$ cat src/logic/eapc_pkg.sv
`default_nettype none
package eapc_pkg;
  // Register offsets on the control data port
  localparam logic [7:0] ADDR_ECS0 = 8'h01;
  localparam logic [7:0] ADDR_ECS1 = 8'h02;
  localparam logic [7:0] ADDR_ECS2 = 8'h03;
  localparam logic [7:0] ADDR_VCTL = 8'h04;
  localparam logic [7:0] ADDR_IDLO = 8'h05;
  localparam logic [7:0] ADDR_IDHI = 8'h06;
  localparam logic [7:0] ADDR_MKLO = 8'h07;
  localparam logic [7:0] ADDR_MKHI = 8'h08;
  localparam logic [7:0] ADDR_FCTL = 8'h17;
  localparam logic [7:0] ADDR_PCTL = 8'h18;
  // Field positions
  localparam int ECS0_FORCE = 7;
  localparam int ECS0_ENABLE = 6;
  localparam int ECS0_SDERR = 5;
  localparam int ECS1_FFERR = 7;
  localparam int ECS1_APERR = 6;
  localparam int ECS1_ANCERR = 5;
  localparam int VCTL_DEPTH_LSB = 5;
  localparam int VCTL_CSIN = 4;
  localparam int VCTL_CSFORCE = 3;
  localparam int VCTL_MISMATCH = 2;
  localparam int VCTL_FULL = 1;
  localparam int VCTL_EMPTY = 0;
  localparam int FCTL_INSERT = 7;
  localparam int FCTL_FLUSH = 6;
  localparam int FCTL_OVERRUN = 5;
  localparam int PCTL_PARDIS = 7;
  localparam int PCTL_VERTICAL_BLANK_ANC_ENABLE = 6;
  // Values after reset
  localparam logic [7:0] RST_ID = 8'h00;
  localparam logic [7:0] RST_MASK = 8'hFF;
  localparam logic [17:0] RST_CRC = 18'h00000;
  localparam logic [7:0] RST_BYTE = 8'h00;
  // Video delay limits
  localparam logic [2:0] VDEPTH_MAX = 3'h4;
  // Tail writes after a packet, with or without an input checksum
  localparam logic [1:0] TAIL_WITH_CS = 2'h1;
  localparam logic [1:0] TAIL_APPEND_CS = 2'h2;

  typedef enum logic [2:0] {
    ANC_IDLE,
    ANC_SDID,
    ANC_DC,
    ANC_UDW,
    ANC_CS
  } eapc_anc_state_type;
endpackage
`default_nettype wire

$ cat src/logic/eapc_anc_mem.sv
`timescale 1ns/10ps
`default_nettype none
module eapc_anc_mem #(
  parameter int W = 10,
  parameter int DEPTH = 256,
  parameter int AW = 8
) (
  input wire logic mclk_i,
  input wire logic wr_en_i,
  input wire logic [AW-1:0] wr_addr_i,
  input wire logic [W-1:0] wr_data_i,
  input wire logic [AW-1:0] rd_addr_i,
  output logic [W-1:0] rd_data_o
);
  typedef struct packed {
    logic [DEPTH-1:0][W-1:0] mem;
    logic [W-1:0] rd_data;
  } eapc_mem_state_type;

  eapc_mem_state_type s;
  eapc_mem_state_type next_s;

  // Read data registered so the output is a flop
  always_comb begin
    next_s = s;
    next_s.rd_data = s.mem[rd_addr_i];
    if (wr_en_i) begin
      next_s.mem[wr_addr_i] = wr_data_i;
    end
  end

  always_ff @(posedge mclk_i) begin
    s <= next_s;
  end

  assign rd_data_o = s.rd_data;
endmodule
`default_nettype wire

$ cat src/logic/eapc_ctrl.sv
// Functional notes
// - Force bit inserts freshly computed checkwords
// - HD CRC always recomputed and inserted
// - CRC state starts at zero after reset
// - Checkword generator runs only when enabled
// - Flag SD input packets reporting errors
// - Store received flags while enabled
// - Flag error is OR of EDH, EDA
// - Video delay of zero to four stages
// - FIFO empty, full, overrun flags provided
// - Check received checksum when supplied
// - Mismatch with force replaces checksum
// - Mismatch without force sets mismatch flag
// - Append computed checksum when none supplied
// - Admit packet on masked identifier match
// - Masks reset to ones, identifiers zero
// - Insert from FIFO only when enabled
// - Flush empties FIFO then self-clears
// - Parity check on identifiers unless disabled
// - Vertical blanking insertion only when enabled
// - No HD insertion in protected lines
`timescale 1ns/10ps
`default_nettype none
module eapc_ctrl #(
  parameter int FIFO_DEPTH = 256,
  parameter int FIFO_AW = 8,
  parameter int VSTAGES = 4
) (
  input wire logic mclk_i,
  input wire logic srst_i,
  input wire logic [7:0] reg_addr_i,
  input wire logic [7:0] reg_wdata_i,
  input wire logic reg_wr_i,
  input wire logic reg_rd_i,
  output logic [7:0] reg_rdata_o,
  input wire logic [19:0] vid_data_i,
  input wire logic vid_hd_i,
  input wire logic vid_crc_slot_i,
  input wire logic vid_crc_word_i,
  output logic [19:0] vid_data_o,
  input wire logic edh_pkt_valid_i,
  input wire logic [4:0] edh_ff_flags_i,
  input wire logic [4:0] edh_ap_flags_i,
  input wire logic [4:0] edh_anc_flags_i,
  input wire logic edh_slot_i,
  output logic edh_insert_o,
  output logic edh_regen_o,
  input wire logic [9:0] anc_data_i,
  input wire logic anc_valid_i,
  input wire logic anc_sop_i,
  input wire logic anc_space_i,
  input wire logic vblank_i,
  input wire logic hd_protect_i,
  output logic [9:0] anc_data_o,
  output logic anc_valid_o,
  output logic fifo_empty_o,
  output logic fifo_full_o,
  output logic fifo_overrun_o
);
  typedef struct packed {
    logic force_regen;
    logic gen_en;
    logic sd_err;
    logic [4:0] ff_flags;
    logic [4:0] ap_flags;
    logic [4:0] anc_flags;
    logic ff_err;
    logic ap_err;
    logic anc_err;
    logic [2:0] vdepth;
    logic cs_in;
    logic cs_force;
    logic cs_mism;
    logic ins_en;
    logic flush;
    logic overrun;
    logic par_dis;
    logic vertical_blank_anc_enable;
    logic [7:0] id_lo;
    logic [7:0] id_hi;
    logic [7:0] mk_lo;
    logic [7:0] mk_hi;
    logic [7:0] rdata;
    logic [VSTAGES-1:0][21:0] vdel;
    logic [19:0] vout;
    logic [17:0] crc_y;
    logic [17:0] crc_c;
    logic edh_ins;
    logic edh_regen;
    eapc_pkg::eapc_anc_state_type ast;
    logic [9:0] did;
    logic [9:0] pend;
    logic admit;
    logic [8:0] sum;
    logic [7:0] cnt;
    logic [1:0] tail;
    logic [FIFO_AW-1:0] wptr;
    logic [FIFO_AW-1:0] rptr;
    logic [FIFO_AW:0] count;
    logic aout_valid;
    logic fempty;
    logic ffull;
  } eapc_state_type;

  eapc_state_type s;
  eapc_state_type next_s;
  logic [9:0] mem_rdata;
  logic wr_req;
  logic [9:0] wr_word;
  logic mem_wr;
  logic rd_go;
  logic full;
  logic [21:0] vsel;
  logic [2:0] dsel;
  logic last_word;

  function automatic logic [17:0] eapc_crc18(input logic [17:0] c,
                                             input logic [9:0] d);
    logic [17:0] r;
    logic fb;
    r = c;
    for (int i = 0; i < 10; i++) begin
      fb = r[0] ^ d[i];
      r = {fb, r[17:1]};
      r[12] = r[12] ^ fb;
      r[13] = r[13] ^ fb;
    end
    return r;
  endfunction

  function automatic logic parity_ok(input logic [9:0] w);
    return (w[8] == ^w[7:0]) && (w[9] == ~w[8]);
  endfunction

  function automatic logic [9:0] cs_word(input logic [8:0] sm);
    return {~sm[8], sm};
  endfunction

  ////////////////////////////////////////////////////////////////////////
  always_comb begin
    next_s = s;
    wr_req = 1'b0;
    wr_word = s.pend;
    mem_wr = 1'b0;
    rd_go = 1'b0;
    last_word = 1'b0;
    full = (s.count == FIFO_DEPTH[FIFO_AW:0]);
    next_s.flush = 1'b0;

    // Register writes; hardware set events below override clears
    if (reg_wr_i) begin
      unique case (reg_addr_i)
        eapc_pkg::ADDR_ECS0: begin
          next_s.force_regen = reg_wdata_i[eapc_pkg::ECS0_FORCE];
          next_s.gen_en = reg_wdata_i[eapc_pkg::ECS0_ENABLE];
        end
        eapc_pkg::ADDR_VCTL: begin
          next_s.vdepth = reg_wdata_i[eapc_pkg::VCTL_DEPTH_LSB +: 3];
          next_s.cs_in = reg_wdata_i[eapc_pkg::VCTL_CSIN];
          next_s.cs_force = reg_wdata_i[eapc_pkg::VCTL_CSFORCE];
          if (reg_wdata_i[eapc_pkg::VCTL_MISMATCH]) begin
            next_s.cs_mism = 1'b0;
          end
        end
        eapc_pkg::ADDR_IDLO: next_s.id_lo = reg_wdata_i;
        eapc_pkg::ADDR_IDHI: next_s.id_hi = reg_wdata_i;
        eapc_pkg::ADDR_MKLO: next_s.mk_lo = reg_wdata_i;
        eapc_pkg::ADDR_MKHI: next_s.mk_hi = reg_wdata_i;
        eapc_pkg::ADDR_FCTL: begin
          next_s.ins_en = reg_wdata_i[eapc_pkg::FCTL_INSERT];
          next_s.flush = reg_wdata_i[eapc_pkg::FCTL_FLUSH];
          if (reg_wdata_i[eapc_pkg::FCTL_OVERRUN]) begin
            next_s.overrun = 1'b0;
          end
        end
        eapc_pkg::ADDR_PCTL: begin
          next_s.par_dis = reg_wdata_i[eapc_pkg::PCTL_PARDIS];
          next_s.vertical_blank_anc_enable = reg_wdata_i[eapc_pkg::PCTL_VERTICAL_BLANK_ANC_ENABLE];
        end
        default: begin
        end
      endcase
    end

    ////////////////////////////////////////////////////////////////////////
    // generator gated by enable
    next_s.edh_ins = edh_slot_i && s.gen_en;
    next_s.edh_regen = edh_slot_i && s.gen_en && s.force_regen;
    if (edh_pkt_valid_i && s.gen_en) begin
      next_s.ff_flags = edh_ff_flags_i;
      next_s.ap_flags = edh_ap_flags_i;
      next_s.anc_flags = edh_anc_flags_i;
      // OR of EDH and EDA bits
      next_s.ff_err = edh_ff_flags_i[0] | edh_ff_flags_i[1];
      next_s.ap_err = edh_ap_flags_i[0] | edh_ap_flags_i[1];
      next_s.anc_err = edh_anc_flags_i[0] | edh_anc_flags_i[1];
      next_s.sd_err = !vid_hd_i && (|{edh_ff_flags_i, edh_ap_flags_i,
                                      edh_anc_flags_i});
    end

    ////////////////////////////////////////////////////////////////////////
    // selectable delay, depth above max clamps
    next_s.vdel[0] = {vid_crc_slot_i, vid_crc_word_i, vid_data_i};
    for (int i = 1; i < VSTAGES; i++) begin
      next_s.vdel[i] = s.vdel[i-1];
    end
    dsel = (s.vdepth > eapc_pkg::VDEPTH_MAX) ? eapc_pkg::VDEPTH_MAX :
           s.vdepth;
    if (dsel == 3'h0) begin
      vsel = {vid_crc_slot_i, vid_crc_word_i, vid_data_i};
    end else begin
      vsel = s.vdel[dsel - 3'h1];
    end
    next_s.vout = vsel[19:0];
    // CRC words always replaced in HD
    if (vid_hd_i) begin
      if (vsel[21]) begin
        if (!vsel[20]) begin
          next_s.vout = {cs_word(s.crc_y[8:0]), cs_word(s.crc_c[8:0])};
        end else begin
          next_s.vout = {cs_word(s.crc_y[17:9]), cs_word(s.crc_c[17:9])};
          next_s.crc_y = eapc_pkg::RST_CRC;
          next_s.crc_c = eapc_pkg::RST_CRC;
        end
      end else begin
        next_s.crc_y = eapc_crc18(s.crc_y, vsel[19:10]);
        next_s.crc_c = eapc_crc18(s.crc_c, vsel[9:0]);
      end
    end

    ////////////////////////////////////////////////////////////////////////
    // Tail writes drain the held word after a packet ends
    if (s.tail != 2'h0) begin
      wr_req = 1'b1;
      next_s.tail = s.tail - 2'h1;
      if (s.tail == eapc_pkg::TAIL_APPEND_CS) begin
        next_s.pend = cs_word(s.sum);
      end
    end
    if (anc_valid_i) begin
      next_s.sum = s.sum + anc_data_i[8:0];
      if (anc_sop_i) begin
        next_s.ast = eapc_pkg::ANC_SDID;
        next_s.did = anc_data_i;
        next_s.sum = anc_data_i[8:0];
        next_s.admit = 1'b0;
      end else begin
        unique case (s.ast)
          eapc_pkg::ANC_IDLE: next_s.sum = s.sum;
          eapc_pkg::ANC_SDID: begin
            next_s.admit =
              (((s.did[7:0] ^ s.id_lo) & ~s.mk_lo) == 8'h00) &&
              (((anc_data_i[7:0] ^ s.id_hi) & ~s.mk_hi) == 8'h00) &&
              (s.par_dis || (parity_ok(s.did) && parity_ok(anc_data_i)));
            wr_req = next_s.admit;
            wr_word = s.did;
            next_s.pend = anc_data_i;
            next_s.ast = eapc_pkg::ANC_DC;
          end
          eapc_pkg::ANC_DC: begin
            wr_req = s.admit;
            next_s.pend = anc_data_i;
            next_s.cnt = anc_data_i[7:0];
            last_word = (anc_data_i[7:0] == 8'h00);
            next_s.ast = eapc_pkg::ANC_UDW;
          end
          eapc_pkg::ANC_UDW: begin
            wr_req = s.admit;
            next_s.pend = anc_data_i;
            next_s.cnt = s.cnt - 8'h01;
            last_word = (s.cnt == 8'h01);
          end
          eapc_pkg::ANC_CS: begin
            wr_req = s.admit;
            next_s.ast = eapc_pkg::ANC_IDLE;
            next_s.pend = anc_data_i;
            if (anc_data_i[8:0] != s.sum) begin
              if (s.cs_force) begin
                next_s.pend = cs_word(s.sum);
              end else begin
                next_s.cs_mism = 1'b1;
              end
            end
            next_s.tail = s.admit ? eapc_pkg::TAIL_WITH_CS : 2'h0;
          end
          default: next_s.ast = eapc_pkg::ANC_IDLE;
        endcase
        if (last_word) begin
          if (s.cs_in) begin
            next_s.ast = eapc_pkg::ANC_CS;
          end else begin
            next_s.ast = eapc_pkg::ANC_IDLE;
            next_s.tail = s.admit ? eapc_pkg::TAIL_APPEND_CS : 2'h0;
          end
        end
      end
    end

    ////////////////////////////////////////////////////////////////////////
    // loads during a flush are dropped
    mem_wr = wr_req && !full && !s.flush;
    // write into a full FIFO is an overrun
    if (wr_req && full && !s.flush) begin
      next_s.overrun = 1'b1;
    end
    rd_go = s.ins_en && anc_space_i && (!vblank_i || s.vertical_blank_anc_enable) &&
            !(vid_hd_i && hd_protect_i) && (s.count != '0) && !s.flush;
    next_s.aout_valid = rd_go;
    if (mem_wr) begin
      next_s.wptr = s.wptr + 1'b1;
    end
    if (rd_go) begin
      next_s.rptr = s.rptr + 1'b1;
    end
    next_s.count = s.count + {{FIFO_AW{1'b0}}, mem_wr} -
                   {{FIFO_AW{1'b0}}, rd_go};
    if (s.flush) begin
      next_s.wptr = '0;
      next_s.rptr = '0;
      next_s.count = '0;
      next_s.aout_valid = 1'b0;
    end
    next_s.fempty = (next_s.count == '0);
    next_s.ffull = (next_s.count == FIFO_DEPTH[FIFO_AW:0]);

    ////////////////////////////////////////////////////////////////////////
    // Read data registered; status reflects current state
    if (reg_rd_i) begin
      unique case (reg_addr_i)
        eapc_pkg::ADDR_ECS0:
          next_s.rdata = {s.force_regen, s.gen_en, s.sd_err, s.ff_flags};
        eapc_pkg::ADDR_ECS1:
          next_s.rdata = {s.ff_err, s.ap_err, s.anc_err, s.ap_flags};
        eapc_pkg::ADDR_ECS2: next_s.rdata = {3'h0, s.anc_flags};
        eapc_pkg::ADDR_VCTL:
          next_s.rdata = {s.vdepth, s.cs_in, s.cs_force, s.cs_mism, full,
                          (s.count == '0)};
        eapc_pkg::ADDR_IDLO: next_s.rdata = s.id_lo;
        eapc_pkg::ADDR_IDHI: next_s.rdata = s.id_hi;
        eapc_pkg::ADDR_MKLO: next_s.rdata = s.mk_lo;
        eapc_pkg::ADDR_MKHI: next_s.rdata = s.mk_hi;
        eapc_pkg::ADDR_FCTL:
          next_s.rdata = {s.ins_en, s.flush, s.overrun, 5'h00};
        eapc_pkg::ADDR_PCTL: next_s.rdata = {s.par_dis, s.vertical_blank_anc_enable, 6'h00};
        default: next_s.rdata = eapc_pkg::RST_BYTE;
      endcase
    end
  end

  ////////////////////////////////////////////////////////////////////////
  always_ff @(posedge mclk_i) begin
    if (srst_i) begin
      s <= '0;
      s.id_lo <= eapc_pkg::RST_ID;
      s.id_hi <= eapc_pkg::RST_ID;
      s.mk_lo <= eapc_pkg::RST_MASK;
      s.mk_hi <= eapc_pkg::RST_MASK;
      s.crc_y <= eapc_pkg::RST_CRC;
      s.crc_c <= eapc_pkg::RST_CRC;
      s.ast <= eapc_pkg::ANC_IDLE;
      s.fempty <= 1'b1;
    end else begin
      s <= next_s;
    end
  end

  eapc_anc_mem #(
    .W(10),
    .DEPTH(FIFO_DEPTH),
    .AW(FIFO_AW)
  ) u_mem (
    .mclk_i(mclk_i),
    .wr_en_i(mem_wr),
    .wr_addr_i(s.wptr),
    .wr_data_i(wr_word),
    .rd_addr_i(s.rptr),
    .rd_data_o(mem_rdata)
  );

  assign reg_rdata_o = s.rdata;
  assign vid_data_o = s.vout;
  assign edh_insert_o = s.edh_ins;
  assign edh_regen_o = s.edh_regen;
  assign anc_data_o = mem_rdata;
  assign anc_valid_o = s.aout_valid;
  assign fifo_empty_o = s.fempty;
  assign fifo_full_o = s.ffull;
  assign fifo_overrun_o = s.overrun;
endmodule
`default_nettype wire

$ cat config.mk
export PLATFORM = sky130hd
export DESIGN_NAME = eapc_ctrl
export DESIGN_NICKNAME = d
export VERILOG_FILES = /design/src/logic/eapc_pkg.sv /design/src/logic/eapc_anc_mem.sv /design/src/logic/eapc_ctrl.sv
export SDC_FILE = /design/constraint.sdc
export NUM_CORES = 2
export LEC_CHECK = 0
export ABC_AREA = 1
export BUFFER_PORTS_ARGS = -buffer_cell sky130_fd_sc_hd__buf_2
export CORE_MARGIN = 2
export CORE_UTILIZATION = 40
export CTS_CLUSTER_SIZE = 25
export DETAILED_ROUTE_END_ITERATION = 10
export SKIP_CTS_REPAIR_TIMING = 1
export SLEW_MARGIN = 20
export SYNTH_ARGS = -nofsm -noshare
export SYNTH_HDL_FRONTEND = slang
export SYNTH_SLANG_ARGS = --single-unit
$ cat constraint.sdc
create_clock -name mclk_i -period 37.7 [get_ports mclk_i]
set_clock_uncertainty 0.05 [all_clocks]
set_input_delay 5.655 -clock mclk_i [delete_from_list [all_inputs] [get_ports mclk_i]]
set_output_delay 5.655 -clock mclk_i [all_outputs]
set_load 0.03 [all_outputs]
==> impl_summary.md <==
Layout
After filler insertion, the fill cell instance count of the layout stands at 26.4k. The area growth from synthesis to layout is 11.6%. Summing all non-filler instances in the final layout gives an area of between 0.1 and 0.15 mm2. The final layout contains 9966 nets. Summing all flip-flop and latch instances after layout gives 0.0829 mm2. The count of placed standard cells in the final layout, fillers left out is 14.0k. Of the cells placed in the final design, the portion with a size suffix greater than 1 is 8.11%. The area of the multi-input gates is between 0.02 and 0.03 mm2. Cells fill about 45% of the core in the end.

Yosys
The number of enable-type register cells in the synthesized netlist is 2560. The average size of a mapped cell is 11.6 um2. The portion of synthesized cell area occupied by the leading cell type is 66.0%. The dominant cell type by area after synthesis is edfxtp_1. The most used flip-flop cell after synthesis is edfxtp_1. The total of warnings raised by yosys is 0. Counting every instance in the synthesized netlist gives 10.0k. Counting distinct cell types in the post-synthesis netlist gives 49. Counting flops with an async set or reset pin after synthesis yields a share of 0%. The number of nets in the synthesized netlist is roughly 10k. The sequential fraction of the synthesis area is 71.1%.

The cell area that synthesis handed to floorplanning was 0.116 mm2. In this run, synthesis produced a sequential element count of ~2.9k. After synthesis, the cell types taking the most area are edfxtp_1, o21ai_0, nor2_1, dfxtp_1, nand2_1.

Worst hold path
The worst hold path was traced through 2 stages. In this run the worst hold path is classified as flip-flop to flip-flop. For hold timing, the worst endpoint is next_s[190]. The startpoint identified for the worst hold timing path is next_s[168].

Die
The floorplan step defined a die boundary enclosing 0.296 mm2. The area of the placeable core is 0.290 mm2. Measured along the y axis, the die boundary spans 544 um. The die width is approximately 540 um.

Once the floorplan was initialized, standard cells occupied roughly two fifths of the core. For this design the top-level I/O count stands at 119. The row count is 198.

Placement
In this run the tool buffered the top-level ports with 118 buffer cells. The final RePlAce weighted congestion is 0.915. The HPWL after detailed placement is approximately 200000 um. The area of placed instances is 0.120 mm2. The number of cells after detailed placement is 13.5k.

Detailed routing
The DRC violations left is 0. The total wire length is 348000 um. The via density per instance is approximately 5.8.

The first detailed-routing pass took 7 iterations. The average wire per standard cell is approximately 25 um. Summing over every cut layer, the via total after detailed routing is between 80k and 90k.

The post-detailed-route count of antenna-violating nets is 0. The initial detailed-routing violation count is 11.4k.

Setup path
The number of buffers and inverters on the critical path is 4. Along the worst path, the maximum fanout reaches 19. The data arrival at the endpoint of the critical path is ~10 ns. For the worst setup path, the data required time is 38.12 ns. The critical path goes through buf_2, nor2_2, o21ai_1, buf_4, nand2_1, nand3_2, inv_2, nand2_2, buf_4, nor2_1.

In this design, the stage delay of the slowest critical-path cell is 0.73 ns. The most prevalent standard cell on the critical path is buf_4. The sort of element at the end of the critical path is a flip-flop. The worst setup path is of the input port to flip-flop kind.

The startpoint identified for the worst register-to-register timing path is s[12]. The endpoint of the worst-slack reg-to-reg timing path is u_mem.rd_data_o[0]. For this design, the slowest cell found on the critical path is nor2_1. The worst reg-to-reg setup slack is 31.17 ns. On the critical path the largest part of the delay comes from simple AND/OR/NAND/NOR gates. STA classifies the critical path startpoint as an input port.

For the worst flop-to-flop path, the logic depth is 13.

Timing
The time the worst path needs with I/O delays and setup is 9.55 ns. Setup repair after global routing left no endpoint under its margin. Measured against its own limit, the worst slew margin works out to 19.8%. Setup violations remaining at the end of the flow were counted as 0.

The max-slew violation count is 0. Of the available clock period, the critical path in the final layout requires 25.3%. The slew at the pin closest to its max-slew limit is around 1.2 ns. The count of endpoints failing hold in the final timing report came to 0. Across all hold checks on the routed design, the worst slack comes to 0.344 ns.

The sum of negative setup slack is 0 ns. The highest clock frequency the design can meet is 105 MHz.

Global routing
Global routing used 22.8% of the available tracks across all layers. The total grt overflow is 0. Entering global routing, the biggest net connects ~220 pins. The number of global-route vias before repair came to ~77k. The initial antenna violation count is 9. The first global-routing pass estimated 503000 um of wire.

Power and ir drop
Across the VDD grid, the largest voltage drop is 36.5 uV. The static power due to leakage is between 0.04 and 0.05 uW. The power density of the placed cells is 51.0 mW/mm2.

Clocking
TritonCTS built the clock tree. The number of buffers created by CTS is slightly below 300. CTS built an H-tree with a depth of 5.

The clock-pin slew reported for the worst setup and hold paths after clock tree synthesis is 0.06 ns. Clock tree synthesis selected as its root buffer the cell clkbuf_16. The clock reaches the later pin of the worst-skew pair after 0.85 ns. The maximum root-to-sink buffer count is 4. Counting every sink on the clock net gives 2859.

Job
Across the run, the number of max-cap violations was 0.

Outcome
The run finished with clean final reports.
## kinds of logic (layout without fill, tap and decap cells)
family	Yosys count	in the layout	share of synthesized area, %
buffers and inverters	1022	1090	3.70
and+or+nand+nor	3509	3509	12.2
AOI/OAI and AO/OA	2579	2579	12.4
DFF	2859	2859	71.1
other	0	12	0
adders and majority gates	34	34	0.378
xor gates and xnor gates	22	22	0.165
## worst register-to-register path: cells and delay by family (launching register included)
kind / cells / cell delay, ns
buf+inv: 5 / 4.07
simple gates: 5 / 1.19
compound gates: 3 / 0.64
flops: 1 / 0.53
## cell usage in the layout (no fill, tap or decap), types with 5 or more instances in the layout
master | synthesis | final
buf_12 | 1 | 13
o22ai_1 | 343 | 343
clkinv_1 | 6 | 45
clkbuf_16 | 0 | 308
inv_2 | 22 | 19
nand4_1 | 26 | 26
clkbuf_1 | 443 | 59
o211ai_1 | 322 | 322
xnor2_1 | 6 | 6
o21ai_1 | 16 | 16
bufinv_16 | 0 | 37
clkinvlp_4 | 0 | 10
buf_4 | 52 | 99
nor2_2 | 82 | 83
buf_2 | 154 | 117
a221oi_1 | 7 | 7
nand3_1 | 482 | 482
xor2_1 | 16 | 16
a21oi_1 | 346 | 346
clkinv_8 | 0 | 5
nand2_1 | 944 | 937
o21ai_0 | 1464 | 1454
o221ai_1 | 58 | 58
nand2_2 | 1 | 5
clkbuf_8 | 0 | 7
o21ai_4 | 0 | 10
nor2_1 | 1922 | 1920
clkinv_2 | 0 | 59
ha_1 | 32 | 32
a211oi_1 | 5 | 5
inv_6 | 0 | 8
nor3_1 | 20 | 20
inv_1 | 298 | 296
diode_2 | 0 | 12
or2_2 | 8 | 8
dfxtp_1 | 299 | 295
nand2_4 | 11 | 14
edfxtp_1 | 2560 | 2560
## layer usage
layer | global-route usage, % | routed length [um]
met1 | 30.7 | 140000
met2 | 36.4 | 161000
met3 | 3.66 | 31500
met4 | 9.69 | 14900
met5 | 0 | 10
## worst max-delay path by stage
| stage | start | to | slack [ns] | cells past startpoint |
|---|---|---|---|---|
| 5_1_grt | anc_sop_i | u_mem.s[231] | 27.91 | 10 |
| 6_report | anc_sop_i | u_mem.s[236] | 28.15 | 10 |
| 3_3_place_gp | anc_data_i[6] | u_mem.s[230] | 27.31 | 17 |
| 2_1_floorplan | anc_sop_i | u_mem.s[1000] | 19.22 | 5 |
| 4_1_cts | anc_sop_i | u_mem.s[194] | 28.20 | 9 |
| 3_5_place_dp | anc_sop_i | u_mem.s[236] | 27.30 | 10 |
## power by group
group / internal (uW) / switching (uW)
Clock: 1770 / 1220
Sequential: 3450 / 8.49
Combinational: 41.6 / 137
Total: 5250 / 1370
## cell usage after synthesis (32+ instances only)
master / count
a21oi_1: 346
clkbuf_1: 443
buf_1: 36
nand3_1: 482
ha_1: 32
o21ai_0: 1464
buf_2: 154
nor2_1: 1922
o211ai_1: 322
edfxtp_1: 2560
dfxtp_1: 299
inv_1: 298
nor2_2: 82
buf_4: 52
nand2_1: 944
o221ai_1: 58
o22ai_1: 343
## metrics by stage
stage | total power (uW) | worst slack, ns
detailed placement | 3700 | 27.30
global placement | 3700 | 27.31
global route | 6790 | 27.91
CTS | 6650 | 28.20
floorplan | 3650 | 19.22
finish | 6620 | 28.15
## final cells by class
class	instances	area share, %
Inverter	326	0.964
Sequential cell	2859	63.8
Tap cell	3900	3.76
Clock inverter	160	1.38
Timing Repair Buffer	230	1.24
Multi-Input combinational cell	6144	22.7
Antenna cell	12	0.0231
Clock buffer	374	6.18
## sequential cells by signal, summed over array words and instances (netlist names)
register	flops
fifo_full_o	1
fifo_overrun_o	1
anc_valid_o	1
reg_rdata_o	8
s	189
edh_regen_o	1
fifo_empty_o	1
vid_data_o	20
edh_insert_o	1
next_s	66
u_mem.s	2560
u_mem.rd_data_o	10
No activity file was read; power rests on OpenSTA's default activity.
